## src/pmss_pkg.sv

```systemverilog
// How it works
// host drives reference clock at baud/64
// config byte 1 bit 0 selects retiming
// bit low: recovered mode, refclk frequency only
// retiming clock must be exact baud/64
// retiming mode flags transmit retime ticks
// bus follows fast mode two-wire timing
// host sets select level before transactions
// select setup at least two milliseconds; the host model waits 200 cycles (4 us)
// host holds select until transaction done
// host waits ten microseconds before reselecting
// deselect mid-sequence releases SCL and SDA
// slave answers only at address 1010000
// select input defaults to deselected, pulled high
// host drives select low whole exchange
// deselected module never acknowledges nor acts
// multi-bit fields travel msb first
package pmss_pkg;
  localparam int CLK_HZ = 50_000_000;
  localparam int DESEL_ABORT_MS = 2;
  localparam int DESEL_ABORT_CYC = DESEL_ABORT_MS * (CLK_HZ / 1000);
  localparam int SEL_SETUP_MS = 2;
  localparam int SEL_HOLD_US = 10;
  localparam logic [6:0] SLAVE_ADDR = 7'h50;
  localparam logic [7:0] CFG_BYTE = 8'h01;
  localparam int RETIME_BIT = 0;
  localparam int MEM_DEPTH = 4;
  localparam logic [3:0] BYTE_BITS = 4'h8;
  localparam logic [7:0] MEM_RST = 8'h00;

  typedef enum logic [5:0] {
    ST_IDLE = 6'h01,
    ST_ADDR = 6'h02,
    ST_ACK = 6'h04,
    ST_WR = 6'h08,
    ST_RD = 6'h10,
    ST_RACK = 6'h20
  } pmss_state_t;

  typedef struct packed {
    logic unsel_n;
    logic refclk;
    logic sda;
    logic scl;
  } pmss_pins_t;

  // deselected, idle bus levels
  localparam pmss_pins_t PINS_RST = 4'hf;
endpackage

module pmss_sync (
  input wire logic clk,
  input wire logic rst_n,
  input wire pmss_pkg::pmss_pins_t d,
  output pmss_pkg::pmss_pins_t q
);
  pmss_pkg::pmss_pins_t meta_reg;
  pmss_pkg::pmss_pins_t q_reg;

  always_ff @(posedge clk) begin
    if (!rst_n) begin
      meta_reg <= pmss_pkg::PINS_RST;
      q_reg <= pmss_pkg::PINS_RST;
    end else begin
      meta_reg <= d;
      q_reg <= meta_reg;
    end
  end

  assign q = q_reg;
endmodule // pmss_sync

```

## src/pmss_top.sv

```systemverilog
module pmss_top #(
  parameter int ABORT_CYC = pmss_pkg::DESEL_ABORT_CYC,
  parameter int MEM_DEPTH = pmss_pkg::MEM_DEPTH
) (
  input wire logic clk,
  input wire logic rst_n,
  input wire logic scl_in,
  input wire logic sda_in,
  input wire logic module_unselect_line_n,
  input wire logic host_refclk,
  output logic scl_out,
  output logic scl_oe,
  output logic sda_out,
  output logic sda_oe,
  output logic select_pullup_en,
  output logic synchronous_retime_clock_mode,
  output logic recovered_clock_mode,
  output logic refclk_tick,
  output logic retime_tick
);
  pmss_pkg::pmss_pins_t pins_raw;
  pmss_pkg::pmss_pins_t pins_s;
  pmss_pkg::pmss_state_t st_reg, st_next;
  logic [3:0] cnt_reg, cnt_next;
  logic [7:0] sh_reg, sh_next;
  logic [7:0] ptr_reg, ptr_next;
  logic rw_reg, rw_next;
  logic first_reg, first_next;
  logic ack_reg, ack_next;
  logic oe_reg, oe_next;
  logic [7:0] mem_reg [MEM_DEPTH];
  logic [7:0] mem_next [MEM_DEPTH];
  logic scl_prev_reg, sda_prev_reg, ref_prev_reg;
  logic mode_reg, mode_next;
  logic recov_reg, recov_next;
  logic ref_tick_reg, ref_tick_next;
  logic rt_tick_reg, rt_tick_next;
  logic pullup_reg;
  logic low_reg;
  logic selected, start, stop, rise, fall, ref_rise;
  logic [7:0] rd_byte;

  assign pins_raw = '{unsel_n: module_unselect_line_n, refclk: host_refclk, sda: sda_in, scl: scl_in};

  // every pin crosses two flops before the slave logic looks at it
  pmss_sync u_sync (
    .clk(clk),
    .rst_n(rst_n),
    .d(pins_raw),
    .q(pins_s)
  );

  assign selected = !pins_s.unsel_n;
  assign start = pins_s.scl && scl_prev_reg && sda_prev_reg && !pins_s.sda;
  assign stop = pins_s.scl && scl_prev_reg && !sda_prev_reg && pins_s.sda;
  assign rise = pins_s.scl && !scl_prev_reg;
  assign fall = !pins_s.scl && scl_prev_reg;
  assign ref_rise = pins_s.refclk && !ref_prev_reg;
  assign rd_byte = (ptr_reg < 8'(MEM_DEPTH)) ? mem_reg[ptr_reg[$clog2(MEM_DEPTH)-1:0]] : pmss_pkg::MEM_RST;

  always_comb begin
    st_next = st_reg;
    cnt_next = cnt_reg;
    sh_next = sh_reg;
    ptr_next = ptr_reg;
    rw_next = rw_reg;
    first_next = first_reg;
    ack_next = ack_reg;
    oe_next = oe_reg;
    mem_next = mem_reg;
    if (!selected) begin
      // dropping select aborts at once, so SDA lets go long before the deadline
      st_next = pmss_pkg::ST_IDLE;
      oe_next = 1'h0;
    end else if (start) begin
      st_next = pmss_pkg::ST_ADDR;
      cnt_next = 4'h0;
      oe_next = 1'h0;
    end else if (stop) begin
      st_next = pmss_pkg::ST_IDLE;
      oe_next = 1'h0;
    end else begin
      case (st_reg)
        pmss_pkg::ST_ADDR, pmss_pkg::ST_WR: begin
          if (rise && cnt_reg < pmss_pkg::BYTE_BITS) begin
            sh_next = {sh_reg[6:0], pins_s.sda};
            cnt_next = cnt_reg + 4'h1;
          end else if (fall && cnt_reg == pmss_pkg::BYTE_BITS) begin
            if (st_reg == pmss_pkg::ST_ADDR) begin
              if (sh_reg[7:1] == pmss_pkg::SLAVE_ADDR) begin
                st_next = pmss_pkg::ST_ACK;
                oe_next = 1'h1;
                rw_next = sh_reg[0];
                first_next = !sh_reg[0];
              end else begin
                st_next = pmss_pkg::ST_IDLE;
              end
            end else begin
              if (first_reg) begin
                ptr_next = sh_reg;
                first_next = 1'h0;
              end else begin
                // writes past the implemented bytes are acknowledged and dropped
                if (ptr_reg < 8'(MEM_DEPTH)) begin
                  mem_next[ptr_reg[$clog2(MEM_DEPTH)-1:0]] = sh_reg;
                end
                ptr_next = ptr_reg + 8'h01;
              end
              st_next = pmss_pkg::ST_ACK;
              oe_next = 1'h1;
            end
          end
        end
        pmss_pkg::ST_ACK: begin
          if (fall) begin
            cnt_next = 4'h0;
            if (rw_reg) begin
              sh_next = rd_byte;
              ptr_next = ptr_reg + 8'h01;
              oe_next = !rd_byte[7];
              st_next = pmss_pkg::ST_RD;
            end else begin
              oe_next = 1'h0;
              st_next = pmss_pkg::ST_WR;
            end
          end
        end
        pmss_pkg::ST_RD: begin
          if (rise) begin
            cnt_next = cnt_reg + 4'h1;
          end else if (fall) begin
            if (cnt_reg == pmss_pkg::BYTE_BITS) begin
              oe_next = 1'h0;
              st_next = pmss_pkg::ST_RACK;
            end else begin
              sh_next = {sh_reg[6:0], 1'h0};
              oe_next = !sh_reg[6];
            end
          end
        end
        pmss_pkg::ST_RACK: begin
          if (rise) begin
            ack_next = !pins_s.sda;
          end else if (fall) begin
            if (ack_reg) begin
              cnt_next = 4'h0;
              sh_next = rd_byte;
              ptr_next = ptr_reg + 8'h01;
              oe_next = !rd_byte[7];
              st_next = pmss_pkg::ST_RD;
            end else begin
              st_next = pmss_pkg::ST_IDLE;
            end
          end
        end
        pmss_pkg::ST_IDLE: begin
          oe_next = 1'h0;
        end
        default: begin
          st_next = pmss_pkg::ST_IDLE;
          oe_next = 1'h0;
        end
      endcase
    end
  end

  always_comb begin
    mode_next = mem_reg[pmss_pkg::CFG_BYTE[$clog2(MEM_DEPTH)-1:0]][pmss_pkg::RETIME_BIT];
    recov_next = !mode_next;
    ref_tick_next = ref_rise && !mode_reg;
    rt_tick_next = ref_rise && mode_reg;
  end

  always_ff @(posedge clk) begin
    if (!rst_n) begin
      st_reg <= pmss_pkg::ST_IDLE;
      cnt_reg <= 4'h0;
      sh_reg <= 8'h00;
      ptr_reg <= 8'h00;
      rw_reg <= 1'h0;
      first_reg <= 1'h0;
      ack_reg <= 1'h0;
      oe_reg <= 1'h0;
      for (int i = 0; i < MEM_DEPTH; i++) begin
        mem_reg[i] <= pmss_pkg::MEM_RST;
      end
      scl_prev_reg <= 1'h1;
      sda_prev_reg <= 1'h1;
      ref_prev_reg <= 1'h1; // matches the synced reset level, so no false tick
      mode_reg <= 1'h0;
      recov_reg <= 1'h1;
      ref_tick_reg <= 1'h0;
      rt_tick_reg <= 1'h0;
      pullup_reg <= 1'h1;
      low_reg <= 1'h0;
    end else begin
      st_reg <= st_next;
      cnt_reg <= cnt_next;
      sh_reg <= sh_next;
      ptr_reg <= ptr_next;
      rw_reg <= rw_next;
      first_reg <= first_next;
      ack_reg <= ack_next;
      oe_reg <= oe_next;
      mem_reg <= mem_next;
      scl_prev_reg <= pins_s.scl;
      sda_prev_reg <= pins_s.sda;
      ref_prev_reg <= pins_s.refclk;
      mode_reg <= mode_next;
      recov_reg <= recov_next;
      ref_tick_reg <= ref_tick_next;
      rt_tick_reg <= rt_tick_next;
      pullup_reg <= 1'h1;
      low_reg <= 1'h0;
    end
  end

  assign sda_out = low_reg;
  assign sda_oe = oe_reg;
  // no clock stretching, SCL is never driven
  assign scl_out = low_reg;
  assign scl_oe = low_reg;
  assign select_pullup_en = pullup_reg;
  assign synchronous_retime_clock_mode = mode_reg;
  assign recovered_clock_mode = recov_reg;
  assign refclk_tick = ref_tick_reg;
  assign retime_tick = rt_tick_reg;

  logic [31:0] abort_cnt_reg, abort_cnt_next;
  assign abort_cnt_next = (selected || !oe_reg) ? 32'h0 : abort_cnt_reg + 32'h1;
  always_ff @(posedge clk) begin
    if (!rst_n) begin
      abort_cnt_reg <= 32'h0;
    end else begin
      abort_cnt_reg <= abort_cnt_next;
    end
  end
endmodule // pmss_top

```

## config.mk

```make
export PLATFORM = sky130hd
export DESIGN_NAME = pmss_top
export DESIGN_NICKNAME = d
export VERILOG_FILES = /design/src/pmss_pkg.sv /design/src/pmss_top.sv
export SDC_FILE = /design/constraint.sdc
export NUM_CORES = 1
export LEC_CHECK = 0
export ABC_AREA = 1
export ABC_CLOCK_PERIOD_IN_PS = 3390
export BUFFER_PORTS_ARGS = -buffer_cell sky130_fd_sc_hd__buf_4
export CAP_MARGIN = 0
export CORE_MARGIN = 10
export CORE_UTILIZATION = 56
export CTS_CLUSTER_DIAMETER = 120
export DETAILED_ROUTE_END_ITERATION = 10
export PLACE_DENSITY_LB_ADDON = 0.15
export SYNTH_ARGS = -nofsm -noshare
export SYNTH_HDL_FRONTEND = slang
export SYNTH_SLANG_ARGS = --single-unit
```

## constraint.sdc

```tcl
create_clock -name clk -period 3.39 [get_ports clk]
set_clock_uncertainty 0.15 [all_clocks]
set_input_delay 0.678 -clock clk [delete_from_list [all_inputs] [get_ports clk]]
set_output_delay 0.678 -clock clk [all_outputs]
set_load 0.03 [all_outputs]
```

* Word level (Yosys, flattened, before mapping)
Cells that the tools add are included.
W data, S select, Z words.
** Word-level totals
- Bits in registers :: 77
- Logic and storage cells :: 187
- Bits of input ports :: 6
** Cells by class
- Order comparisons :: 4
- Reductions and logical operators :: 39
- Bitwise operators :: 9
- Multiplexer cells :: 66
- Equality and inequality tests :: 39
- Add/sub/neg operators :: 2
** Operators by type and width (number)
- $mux W8 :: 22
- $mux W6 :: 9
- $reduce_and A9 Y1 :: 5
- $bwmux W32 :: 1
- $mux W4 :: 8
- $ne A4 B4 Y1 const B :: 8
- $pmux W8 S4 :: 1
- $pmux W6 S5 :: 1
- $ne A2 B2 Y1 const B :: 14
- $ne A3 B3 Y1 const B :: 8
- $pmux W8 S3 :: 1
- $bmux W8 S2 :: 1
- $demux W8 S2 :: 1
- $pmux W4 S4 :: 1
- $mux W1 :: 14
- $logic_and A1 B1 Y1 :: 13
- $reduce_and A13 Y1 :: 1
- $reduce_and A12 Y1 :: 1
- $logic_not A1 Y1 :: 10
- $mux W5 :: 2
- $add A8 B1 Y8 const B :: 1
- $lt A8 B3 Y1 const B :: 1
- $not A1 Y1 :: 8
- $reduce_and A8 Y1 :: 1
- 24 further kinds :: 26

* Longest topological paths before layout
Gate-level depths: netlist (run 1).
- Depth in word-level cells :: 10
- Gate-level depth with buffers :: 13
- Depth with buffers taken out :: 13

* Modules after synthesis
A second synthesis (run 1) with hierarchy kept.
** Second synthesis, totals
- Cell total of the unflattened synthesis :: 630
- Area total of the unflattened synthesis :: 4107.7 um2
** By module, submodules not included
- pmss_top :: area an instance 3882.5 um2, cells an instance 605, times used 1
- pmss_sync :: area an instance 225.2 um2, cells an instance 25, times used 1

* Worst setup path after synthesis (run 1)
Ideal clock, no wire load.
- Path kind :: register to register
- Start point :: register cnt_reg[0]
- End point :: register mem_reg[0] (netlist name)
- Arrival :: 1.565 ns
- Setup time :: 0.118 ns
- Cell stages (with the launch flop) :: 11
- Path buffers :: 1
- Slack :: 1.557 ns
- Cell sequence :: dfxtp_1 inv_1 ha_1 nand2_2 nor2_4 nand3_2 nor2_2 nand4_4 buf_6 nor3_1 nor2_1
** Between the ends
- Word-level cells in the longest chain between the ends :: 4
- Elaborated cells between the ends (all ways) :: 6
** Ends and longest elaborated chain
- start: declaration :: line pmss_top.sv:24 : logic [3:0] cnt_reg, cnt_next;
- start signal: assignment :: line pmss_top.sv:198 : cnt_reg <= cnt_next;
- $lt A4 B4 Y1 :: line pmss_top.sv:85 : if (rise && cnt_reg < pmss_pkg::BYTE_BITS) begin
- $logic_and A1 B1 Y1 :: line pmss_top.sv:85
- $not A1 Y1 (no source line)
- $reduce_and A9 Y1 (no source line) (*)
- end signal: indexed assignment :: line pmss_top.sv:185 : mem_reg[i] <= pmss_pkg::MEM_RST;
- end signal: assignment :: line pmss_top.sv:205 : mem_reg <= mem_next;
- end: declaration :: line pmss_top.sv:31 : logic [7:0] mem_reg [MEM_DEPTH];
Every way passes the cells marked *; elsewhere a longest branch is shown, timed or not.
A chain may end at the register's enable or synchronous reset.

* Final worst setup path (run 1)
- Start point :: register cnt_reg[0]
- End point :: register mem_reg[5] (netlist name)
The elaborated chain is that of the path after synthesis.

==> impl_results.md, run 1 <==
- # nets final: around 580
- Grt ovf: 0
- CTS tree: built
- Cell area power density: a little over 400 mW/mm2
- Die area: roughly 0.011 mm2
- FILL cells: 647
- CTS Root Cell: clkbuf_8
- Die Y: between 100 and 150 um
- Area grow syn2layout: 8.50%
- Final number of hold-violating endpoints: 0
- Storage cell area: ~0.0015 mm2
- Vias per inst: around 5.3
- Synthesized area: 0.00392 mm2
- Number of gates resized after cts: 0
- Post-synth top area share: 0.394
- DR vias: 3526
- IO buf count: 10
- Worst slew pin tran: roughly 0.59 ns
- CTS clock-pin slew for the worst setup and hold paths: approximately 0.090 ns
- First-pass GRT wire length: ~16000 um
- Register bit total from synthesis: just under 80
- Syn avg cell area: between 7 and 8 um2
- Crit path launch type: flip-flop
- Synth Instances: between 500 and 600
- Status: completed
- VDD IR-drop max: between 400 and 500 uV
- Most common cell after layout, fill and taps aside: nor2_1
- Cell taking the most area after synthesis: dfxtp_1
- CTS H-tree depth: 3
- RSZ-0062 raised after global routing: false
- WP data arrival: between 2 and 3 ns
- Max FFs per register: 32
- Die width: slightly above 100 um
- Routability Congestion: a little under 0.9
- Setup tns final: 0 ns
- Setup WS post-layout: around 1 ns
- Fin. max-slew vios: 0
- Io pins: 15
- Antenna violations before repair: 0
- Clk sinks: 77
- Overall routing resource usage: 0.169
- Fmax: approximately 420 MHz
- Final ANT Viol Nets: 0
- Diodes inserted: 0
- Vias in the first global route: about 3400
- Ys Warns: 0
- Pre-CTS WS: 1.05 ns
- Total chip power: 0.00176 W
- Post-synth EDFFs: 0
- Core area: just under 0.007 mm2
- Drt drc: 0
- Critical path capture point type: flip-flop
- Setup Fix Bufs, Post-CTS: 0
- Post-synth ARST share: 0
- First drt pass iteration count: 4
- Ys flop type: dfxtp_1
- Leading post-synthesis cells by cell area: dfxtp_1 (39%), nor2_1 (10%), nand2_1 (7.2%)
- Initial Util: 0.576
- Layout cell share with drive strength beyond 1: 0.134
- Max-cap viol count: 0
- Fin util: 0.625
- Area of the multi-input gates: between 0.002 and 0.0025 mm2
- DR iter-0 viols: about 190
- CTS max path bufs: 2
- Dpl hpwl: ~6300 um
- CP Max Fanout: 36
- Per-cell routed wire length: around 13 um
- Sequential share of the synthesized area: 0.394
- Final Cycle Share: 0.704
- Fin crit period: approximately 2.4 ns
- Largest net degree at the start of global routing: just under 60
- Slew HR: 0.609
- Crit Path Category: flip-flop to flip-flop
- Drt total wl: about 9000 um
- Hold Crit Class: flip-flop to flip-flop
- Pleak: about 1.8 nW
- Row count: 30
- Worst Path Required: 3.51 ns
- CTS buffer count: 9
- # hold bufs at CTS: 0
- Commonest non-fill, non-tap cells in the layout: nor2_1 (109), dfxtp_1 (77), nand2_1 (75)
- Skew-Pair Late Insertion Delay: approximately 0.34 ns
- Synth cell types: 33
- Setup violators final: 0
[synth_stat cells (3+ instances only)]
library cell    n
nor2_1        109
dfxtp_1        77
nand2_1        75
o21ai_0        46
inv_1          45
nor3_1         39
o21ai_1        33
a21oi_1        16
nand3_1        15
nor2_4         11
or2_2           9
clkbuf_1        8
o22ai_1         8
inv_2           7
nand3_2         7
nor2_2          7
buf_2           6
clkinv_1        6
ha_1            6
nand4_1         6
buf_4           4
buf_6           3
[cell type report]
cell class / count / share of cell area
flip-flops and latches: 77 / 0.363
clock inverters: 6 / 0.0221
multi-input cells: 405 / 0.480
well taps: 96 / 0.0283
repair buffers: 13 / 0.0230
clock buffers: 10 / 0.0324
inverters: 58 / 0.0513
[routing by layer]
layer / part of all wire / vias up / track usage / routed length, um
li1: - / 1813 / - / -
met1: 0.48 / 1613 / 0.226 / 4240
met2: 0.46 / 91 / 0.270 / 4090
met3: 0.050 / 9 / 0.0328 / 441
met4: 0.011 / 0 / 0.0474 / 99
met5: 0 / - / 0 / 0
[kinds of logic (layout without fill, tap and decap cells)]
logic type | Yosys count | in the layout | share of synthesized area
AND/OR/NAND/NOR | 284 | 284 | 0.347
AO/OA/AOI/OAI | 107 | 107 | 0.142
buffers and inverters | 79 | 87 | 0.0872
flip-flops | 77 | 77 | 0.394
adder cells (fa/ha/maj) | 6 | 6 | 0.0192
XOR/XNOR | 4 | 4 | 0.00895
other | 2 | 4 | 0.00192
[where the power goes]
part,internal (W),total (W),leakage [nW],switching (W)
logic,0.0000155,0.0000492,1.11,0.0000337
registers,0.000910,0.000914,0.622,0.00000403
clock network,0.000442,0.000800,0.113,0.000359
total,0.00137,0.00176,1.84,0.000396
[through the flow]
step	instances	instance area (um2)	hold slack (ns)
final	665	4250	0.268
after global placement	649	4020	0.244
after detailed placement	649	4020	0.251
after CTS	665	4250	0.272
after floorplan	561	3920	0.237
after global routing	665	4250	0.288
[worst max-delay path: stages, from the launching register on]
cell	delay, ns
dfxtp_1	0.33
inv_1	0.09
ha_1	0.16
nand2_2	0.07
nor2_4	0.12
nand3_2	0.11
nor2_2	0.17
nand4_4	0.48
nor2_4	0.41
o21ai_1	0.11
nor2_1	0.12
[worst paths after layout]
path | slack, ns | depth (start not counted) | startpoint | to
max reg2reg | 1.00 | 10 | cnt_reg[0]$_SDFFE_PN0P_ | mem_reg[5]$_SDFFE_PN0P_
max | 1.00 | 10 | cnt_reg[0]$_SDFFE_PN0P_ | mem_reg[5]$_SDFFE_PN0P_
min | 0.27 | 1 | u_sync.meta_reg[0]$_SDFF_PN1_ | u_sync.q[0]$_SDFF_PN1_
min reg2reg | 0.27 | 1 | u_sync.meta_reg[0]$_SDFF_PN1_ | u_sync.q[0]$_SDFF_PN1_
No activity file was read; power rests on OpenSTA's default activity.
==> inputs of run 2 (changes only) <==
ABC_AREA = 0   (was 1)
ABC_CLOCK_PERIOD_IN_PS = 2200   (was 3390)
clock period = 2.2 ns   (was 3.39 ns; I/O delays follow)
==> impl_results.md, run 2 <==
- Status: finished with violations (was completed)
- Failing checks: negative setup slack
- Most common cell after layout, fill and taps aside: buf_4 (was nor2_1)
- Layout cell share with drive strength beyond 1: 0.294 (was 0.134)
- Fin util: 0.725 (was 0.625)
- # nets final: 514 (was 576)
- Final Cycle Share: 1.00 (was 0.704)
- Post-synth EDFFs: 0 (unchanged)
- Worst Path Required: 2.30 ns (was 3.51 ns)
- Hold Path Depth: 2 (was 1)
- Worst R2R Path Depth: 5 (was 10)
- Fin crit period: 2.20 ns (was 2.39 ns)
- Synth cell types: 67 (was 33)
- CTS max path bufs: 2 (unchanged)
- DR iter-0 viols: 232 (was 194)
- RR Startpoint: st_reg[0]$_SDFFE_PP1P_ (was cnt_reg[0]$_SDFFE_PN0P_)
- Post-synth top area share: 0.384 (was 0.394)
- Vias in the first global route: 3426 (was 3410)
- Setup violators final: 2 (was 0)
- Post-synth ARST share: 0 (unchanged)
- CTS tree: built (unchanged)
- Final number of hold-violating endpoints: 0 (unchanged)
- Leading post-synthesis cells by cell area: dfxtp_1 (38%), mux2i_1 (8.7%), mux4_2 (4.5%) (was dfxtp_1 (39%), nor2_1 (10%), nand2_1 (7.2%))
- WHS Endpoint: u_sync.meta_reg[3]$_SDFF_PN1_ (was u_sync.q[0]$_SDFF_PN1_)
- Synth Instances: 444 (was 559)
- DR vias: 3672 (was 3526)
- CTS buffer count: 9 (unchanged)
- Die width: 105 um (was 104 um)
- Critical path capture point type: flip-flop (unchanged)
- Max-cap viol count: 0 (unchanged)
- Routability Congestion: 0.925 (was 0.889)
- Io pins: 15 (unchanged)
- Pre-CTS WS: -0.0373 ns (was 1.05 ns)
- FILL cells: 526 (was 647)
- IO buf count: 10 (unchanged)
- Area of the multi-input gates: 0.00243 mm2 (was 0.00204 mm2)
- Area grow syn2layout: 23.9% (was 8.50%)
- Reg2Reg Setup Slack: -0.005 ns (was 1.00 ns)
- Crit path launch type: flip-flop (unchanged)
- Overall routing resource usage: 0.191 (was 0.169)
- Drt drc: 0 (unchanged)
- Antenna violations before repair: 0 (unchanged)
- Initial Util: 0.585 (was 0.576)
- Commonest cells post-synth: dfxtp_1 (77), nor2_1 (40), mux2i_1 (35) (was nor2_1 (109), dfxtp_1 (77), nand2_1 (75))
- First-pass GRT wire length: 17300 um (was 15800 um)
- Final instance area: 0.00498 mm2 (was 0.00425 mm2)
- RSZ-0062 raised after global routing: true (was false)
- Die area: 0.0110 mm2 (was 0.0107 mm2)
- CP Max Fanout: 5 (was 36)
- Sequential share of the synthesized area: 0.384 (was 0.394)
- Core area: 0.00687 mm2 (was 0.00679 mm2)
- Clk sinks: 77 (unchanged)
- CTS clock-pin slew for the worst setup and hold paths: 0.08 ns (was 0.09 ns)
- WP data arrival: 2.30 ns (was 2.51 ns)
- Row count: 30 (unchanged)
- Storage cell area: 0.00155 mm2 (was 0.00154 mm2)
- Commonest non-fill, non-tap cells in the layout: buf_4 (78), dfxtp_1 (71), nor2_1 (40) (was nor2_1 (109), dfxtp_1 (77), nand2_1 (75))
- Die Y: 105 um (was 104 um)
- First drt pass iteration count: 5 (was 4)
- Skew-Pair Late Insertion Delay: 0.36 ns (was 0.34 ns)
- Total chip power: 0.00260 W (was 0.00176 W)
- Worst slew pin tran: 0.542 ns (was 0.586 ns)
- Largest net degree at the start of global routing: 27 (was 59)
- Dpl hpwl: 7670 um (was 6320 um)
- VDD IR-drop max: 390 uV (was 438 uV)
- Ys flop type: dfxtp_1 (unchanged)
- Syn avg cell area: 9.05 um2 (was 7.00 um2)
- Cell area power density: 523 mW/mm2 (was 415 mW/mm2)
- Top-count cell post-synth: dfxtp_1 (was nor2_1)
- Slew HR: 0.638 (was 0.609)
- Hold_sp: module_unselect_line_n (was u_sync.meta_reg[0]$_SDFF_PN1_)
- Fmax: 454 MHz (was 419 MHz)
- CTS H-tree depth: 3 (unchanged)
- Grt ovf: 0 (unchanged)
- Cell taking the most area after synthesis: dfxtp_1 (unchanged)
- Per-cell routed wire length: 17.6 um (was 13.3 um)
- Worst r2r dst: sh_reg[3]$_SDFFE_PN0P_ (was mem_reg[5]$_SDFFE_PN0P_)
- Diodes inserted: 0 (unchanged)
- CTS Root Cell: clkbuf_8 (unchanged)
- # hold bufs at CTS: 0 (unchanged)
- Setup tns final: -0.00742 ns (was 0 ns)
- Dpl cell area: 0.00459 mm2 (was 0.00402 mm2)
- Final ANT Viol Nets: 0 (unchanged)
- Fin. max-slew vios: 0 (unchanged)
- Max FFs per register: 32 (unchanged)
- Pleak: 2.02 nW (was 1.84 nW)
- Vias per inst: 6.09 (was 5.30)
- Register bit total from synthesis: 77 (unchanged)
- Setup WS post-layout: -0.00462 ns (was 1.00 ns)
- Ys Warns: 0 (unchanged)
- Crit Path Category: flip-flop to flip-flop (unchanged)
- Hold Crit Class: input pin to flip-flop (was flip-flop to flip-flop)
- Drt total wl: 10600 um (was 8870 um)
- Synthesized area: 0.00402 mm2 (was 0.00392 mm2)
run 2: changes by cell type in the layout (fill, tap and decap cells not counted), sizes merged, moves of 15 or more:
cell    before  now
nand2       78   22
mux2i        0   35
nand2b       0   15
nor3        39   19
nor2       127   40
buf         13   80
o21ai       79   12
inv         54   17
run 2: power breakdown:
group          internal, W  switching (W)
sequential         0.00140     0.00000709
combinational    0.0000362      0.0000642
clock             0.000532       0.000566
run 2: area by class of cell:
type,count,area share
multi-input combinational,319,0.489
clock buffer,10,0.0256
sequential,77,0.312
timing repair buffer,80,0.124
inverter,15,0.0113
clock inverter,6,0.0141
tap,96,0.0241
run 2: logic make-up (layout without fill, tap and decap cells):
kind of cell	after synthesis	in the layout	share of synthesized area
AOI/OAI and AO/OA	90	90	0.155
xor gates and xnor gates	6	6	0.0131
adders and majority gates	6	6	0.0187
buffers and inverters	51	111	0.0557
DFF	77	77	0.384
muxes	44	44	0.135
other	2	4	0.00187
and+or+nand+nor	168	169	0.238
run 2: layer usage:
| layer | GRT usage | wire length, um | vias to the layer above |
|---|---|---|---|
| met4 | 0.0706 | 252 | 0 |
| met1 | 0.251 | 4800 | 1751 |
| li1 | - | - | 1741 |
| met2 | 0.295 | 4780 | 153 |
| met5 | 0 | 0 | - |
| met3 | 0.0473 | 796 | 27 |
run 2: worst max-delay path, cell delays in order (launching register included):
cell and delay (ns):
dfxtp_2 0.35, or4_4 0.55, or4_4 0.47, and2_4 0.21, nor4_4 0.28, nor3_1 0.07
run 2: worst max path at each step:
| stage | cells past startpoint | to | start | slack, ns |
|---|---|---|---|---|
| global placement | 6 | mem_reg[20]$_SDFFE_PN0P_ | st_reg[2]$_SDFFE_PP0P_ | -0.01 |
| finish | 5 | sh_reg[3]$_SDFFE_PN0P_ | st_reg[0]$_SDFFE_PP1P_ | -0.005 |
| floorplan | 8 | sh_reg[0]$_SDFFE_PN0P_ | cnt_reg[0]$_SDFFE_PN0P_ | 0.02 |
| global route | 5 | sh_reg[1]$_SDFFE_PN0P_ | st_reg[0]$_SDFFE_PP1P_ | -0.05 |
| CTS | 5 | sh_reg[3]$_SDFFE_PN0P_ | st_reg[0]$_SDFFE_PP1P_ | 0.006 |
| detailed placement | 7 | sh_reg[2]$_SDFFE_PN0P_ | cnt_reg[0]$_SDFFE_PN0P_ | -0.04 |
run 2: stage by stage:
step	std cells	hold slack, ns
after detailed placement	581	0.245
after CTS	597	0.0935
final	603	0.101
after global placement	581	0.239
after global routing	603	0.105
after floorplan	446	0.236
run 2: repair_timing:
| item | in CTS | in global routing |
|---|---|---|
| setup buffers | 0 | 5 |
| gates resized for setup | 9 | 21 |
| cloned | 0 | 1 |
| endpoints found under the setup margin | 26 | 21 |
| pin swaps | 2 | 5 |
==> inputs of run 3 (changes only) <==
CELL_PAD_IN_SITES_DETAIL_PLACEMENT = 0   (was default)
CELL_PAD_IN_SITES_GLOBAL_PLACEMENT = 1   (was default)
CORE_UTILIZATION = 48   (was 56)
==> impl_results.md, run 3 (synthesized netlist as in run 2, its figures left out) <==
- Status: finished with violations (unchanged)
- RR Startpoint: st_reg[2]$_SDFFE_PP0P_ (was st_reg[0]$_SDFFE_PP1P_)
- WP data arrival: 2.32 ns (was 2.30 ns)
- Row count: 33 (was 30)
- Layout cell share with drive strength beyond 1: 0.298 (was 0.294)
- FILL cells: 725 (was 526)
- VDD IR-drop max: 467 uV (was 390 uV)
- Slew HR: 0.656 (was 0.638)
- RSZ-0062 raised after global routing: true (unchanged)
- Crit-path cells: or4_4 -> or4_4 -> and2_4 -> nor4_2 -> nor3_1 (was or4_4 -> or4_4 -> and2_4 -> nor4_4 -> nor3_1)
- Max-cap viol count: 0 (unchanged)
- Clk sinks: 77 (unchanged)
- CTS H-tree depth: 3 (unchanged)
- Antenna violations before repair: 0 (unchanged)
- Skew-Pair Late Insertion Delay: 0.34 ns (was 0.36 ns)
- Grt ovf: 0 (unchanged)
- Final number of hold-violating endpoints: 0 (unchanged)
- Routability Congestion: 0.885 (was 0.925)
- Crit-path slowest cell: or4_4 (unchanged)
- Slowest stage delay, CP: 0.56 ns (was 0.55 ns)
- Die Y: 112 um (was 105 um)
- Commonest non-fill, non-tap cells in the layout: buf_4 (71), dfxtp_1 (70), nor2_1 (40) (was buf_4 (78), dfxtp_1 (71), nor2_1 (40))
- Final Cycle Share: 1.02 (was 1.00)
- Failing checks: negative setup slack (unchanged)
- Vias in the first global route: 3498 (was 3426)
- Storage cell area: 0.00156 mm2 (was 0.00155 mm2)
- Die area: 0.0124 mm2 (was 0.0110 mm2)
- Most common cell on crit path: or4_4 (unchanged)
- CTS Root Cell: clkbuf_8 (unchanged)
- Io pins: 15 (unchanged)
- Area of the multi-input gates: 0.00247 mm2 (was 0.00243 mm2)
- DR iter-0 viols: 323 (was 232)
- CTS tree: built (unchanged)
- Dpl hpwl: 7530 um (was 7670 um)
- CP Max Fanout: 6 (was 5)
- # nets final: 512 (was 514)
- Worst setup endpoint: sh_reg[5]$_SDFFE_PN0P_ (was sh_reg[3]$_SDFFE_PN0P_)
- Area grow syn2layout: 25.1% (was 23.9%)
- Per-cell routed wire length: 17.5 um (was 17.6 um)
- Most common cell after layout, fill and taps aside: buf_4 (unchanged)
- Largest net degree at the start of global routing: 52 (was 27)
- Worst Path Required: 2.28 ns (was 2.30 ns)
- Cell area power density: 512 mW/mm2 (was 523 mW/mm2)
- Overall routing resource usage: 0.167 (was 0.191)
- Worst R2R Path Depth: 5 (unchanged)
- Crit path launch type: flip-flop (unchanged)
- First drt pass iteration count: 5 (unchanged)
- Final ANT Viol Nets: 0 (unchanged)
- DR vias: 3633 (was 3672)
- Max FFs per register: 32 (unchanged)
- IO buf count: 10 (unchanged)
- Buf/Inv on CP: 0 (unchanged)
- Critical path capture point type: flip-flop (unchanged)
- Drt drc: 0 (unchanged)
- CTS clock-pin slew for the worst setup and hold paths: 0.08 ns (about the same)
- Initial Util: 0.492 (was 0.585)
- CTS buffer count: 9 (unchanged)
- Pre-CTS WS: -0.0901 ns (was -0.0373 ns)
- Setup WS post-layout: -0.0385 ns (was -0.00462 ns)
- Pleak: 2.04 nW (was 2.02 nW)
- Die width: 112 um (was 105 um)
- First-pass GRT wire length: 17500 um (was 17300 um)
- Drt total wl: 10600 um (about the same)
- Diodes inserted: 0 (unchanged)
- Crit Path Category: flip-flop to flip-flop (unchanged)
- Core area: 0.00818 mm2 (was 0.00687 mm2)
- Hold Crit Class: input pin to flip-flop (unchanged)
- Total chip power: 0.00257 W (was 0.00260 W)
- CTS max path bufs: 2 (unchanged)
- Setup violators final: 8 (was 2)
- Fin crit period: 2.24 ns (was 2.20 ns)
- Fmax: 447 MHz (was 454 MHz)
- Worst slew pin tran: 0.515 ns (was 0.542 ns)
- Setup tns final: -0.141 ns (was -0.00742 ns)
- Vias per inst: 5.97 (was 6.09)
- Fin. max-slew vios: 0 (unchanged)
- Delay-heaviest family, CP: simple AND/OR/NAND/NOR gates (unchanged)
- Critical Path Source: st_reg[2]$_SDFFE_PP0P_ (was st_reg[0]$_SDFFE_PP1P_)
- Cell count along the critical path: 5 (unchanged)
- Worst r2r dst: sh_reg[5]$_SDFFE_PN0P_ (was sh_reg[3]$_SDFFE_PN0P_)
- Reg2Reg Setup Slack: -0.04 ns (was -0.005 ns)
## run 3: cell types whose count changed in the layout (fill, tap and decap cells not counted), moves of 3 or more
| cell | previous run | this run |
|---|---|---|
| buf_4 | 78 | 71 |
| buf_6 | 1 | 6 |
| a211oi_1 | 0 | 3 |
| a211oi_2 | 3 | 0 |
## run 3: worst reg2reg max path: stages, from the launching register on
cell and delay [ns]:
dfxtp_4 0.37, or4_4 0.56, or4_4 0.47, and2_4 0.22, nor4_2 0.29, nor3_1 0.07
## run 3: cell type report
class / count / area share
Clock buffer: 10 / 0.0254
Clock inverter: 5 / 0.0119
Inverter: 15 / 0.0112
Multi-Input combinational cell: 319 / 0.492
Sequential cell: 77 / 0.310
Tap cell: 105 / 0.0261
Timing Repair Buffer: 78 / 0.123
## run 3: power by group
part           leakage (nW)  internal [W]  total [W]  switching [W]
sequential            0.626       0.00140    0.00140     0.00000664
combinational          1.32     0.0000417   0.000109      0.0000672
clock                0.0927      0.000523    0.00106       0.000537
## run 3: repair_timing
item	CTS	global route
hold buffers	0	0
cloned	0	1
pin swaps	4	18
setup endpoints to repair	15	38
buffers inserted	4	2
gates resized for setup	13	33
## run 3: worst min path at each step
stage	start	to	slack [ns]	cells after the start
6_report	scl_in	u_sync.meta_reg[0]$_SDFF_PN1_	0.13	2
5_1_grt	sda_in	u_sync.meta_reg[1]$_SDFF_PN1_	0.11	2
4_1_cts	scl_in	u_sync.meta_reg[0]$_SDFF_PN1_	0.11	2
3_5_place_dp	u_sync.meta_reg[3]$_SDFF_PN1_	u_sync.q[3]$_SDFF_PN1_	0.25	1
3_3_place_gp	u_sync.meta_reg[1]$_SDFF_PN1_	u_sync.q[1]$_SDFF_PN1_	0.24	1
2_1_floorplan	u_sync.meta_reg[0]$_SDFF_PN1_	u_sync.q[0]$_SDFF_PN1_	0.24	1
## run 3: metal layers
layer / wire (um) / track usage / vias up
met5: 0 / 0 / -
met4: 147 / 0.0540 / 0
met3: 735 / 0.0370 / 17
met2: 4770 / 0.258 / 127
met1: 4990 / 0.224 / 1751
li1: - / - / 1738
## run 3: per-stage QoR
step                instance area (um2)  instances  hold WS [ns]  utilization
floorplan                          4080        446         0.236            -
global placement                   4600        588         0.238        0.563
detailed placement                 4600        588         0.246        0.563
CTS                                4870        607         0.112        0.595
global route                       5030        609         0.114        0.615
finish                             5030        609         0.126        0.615
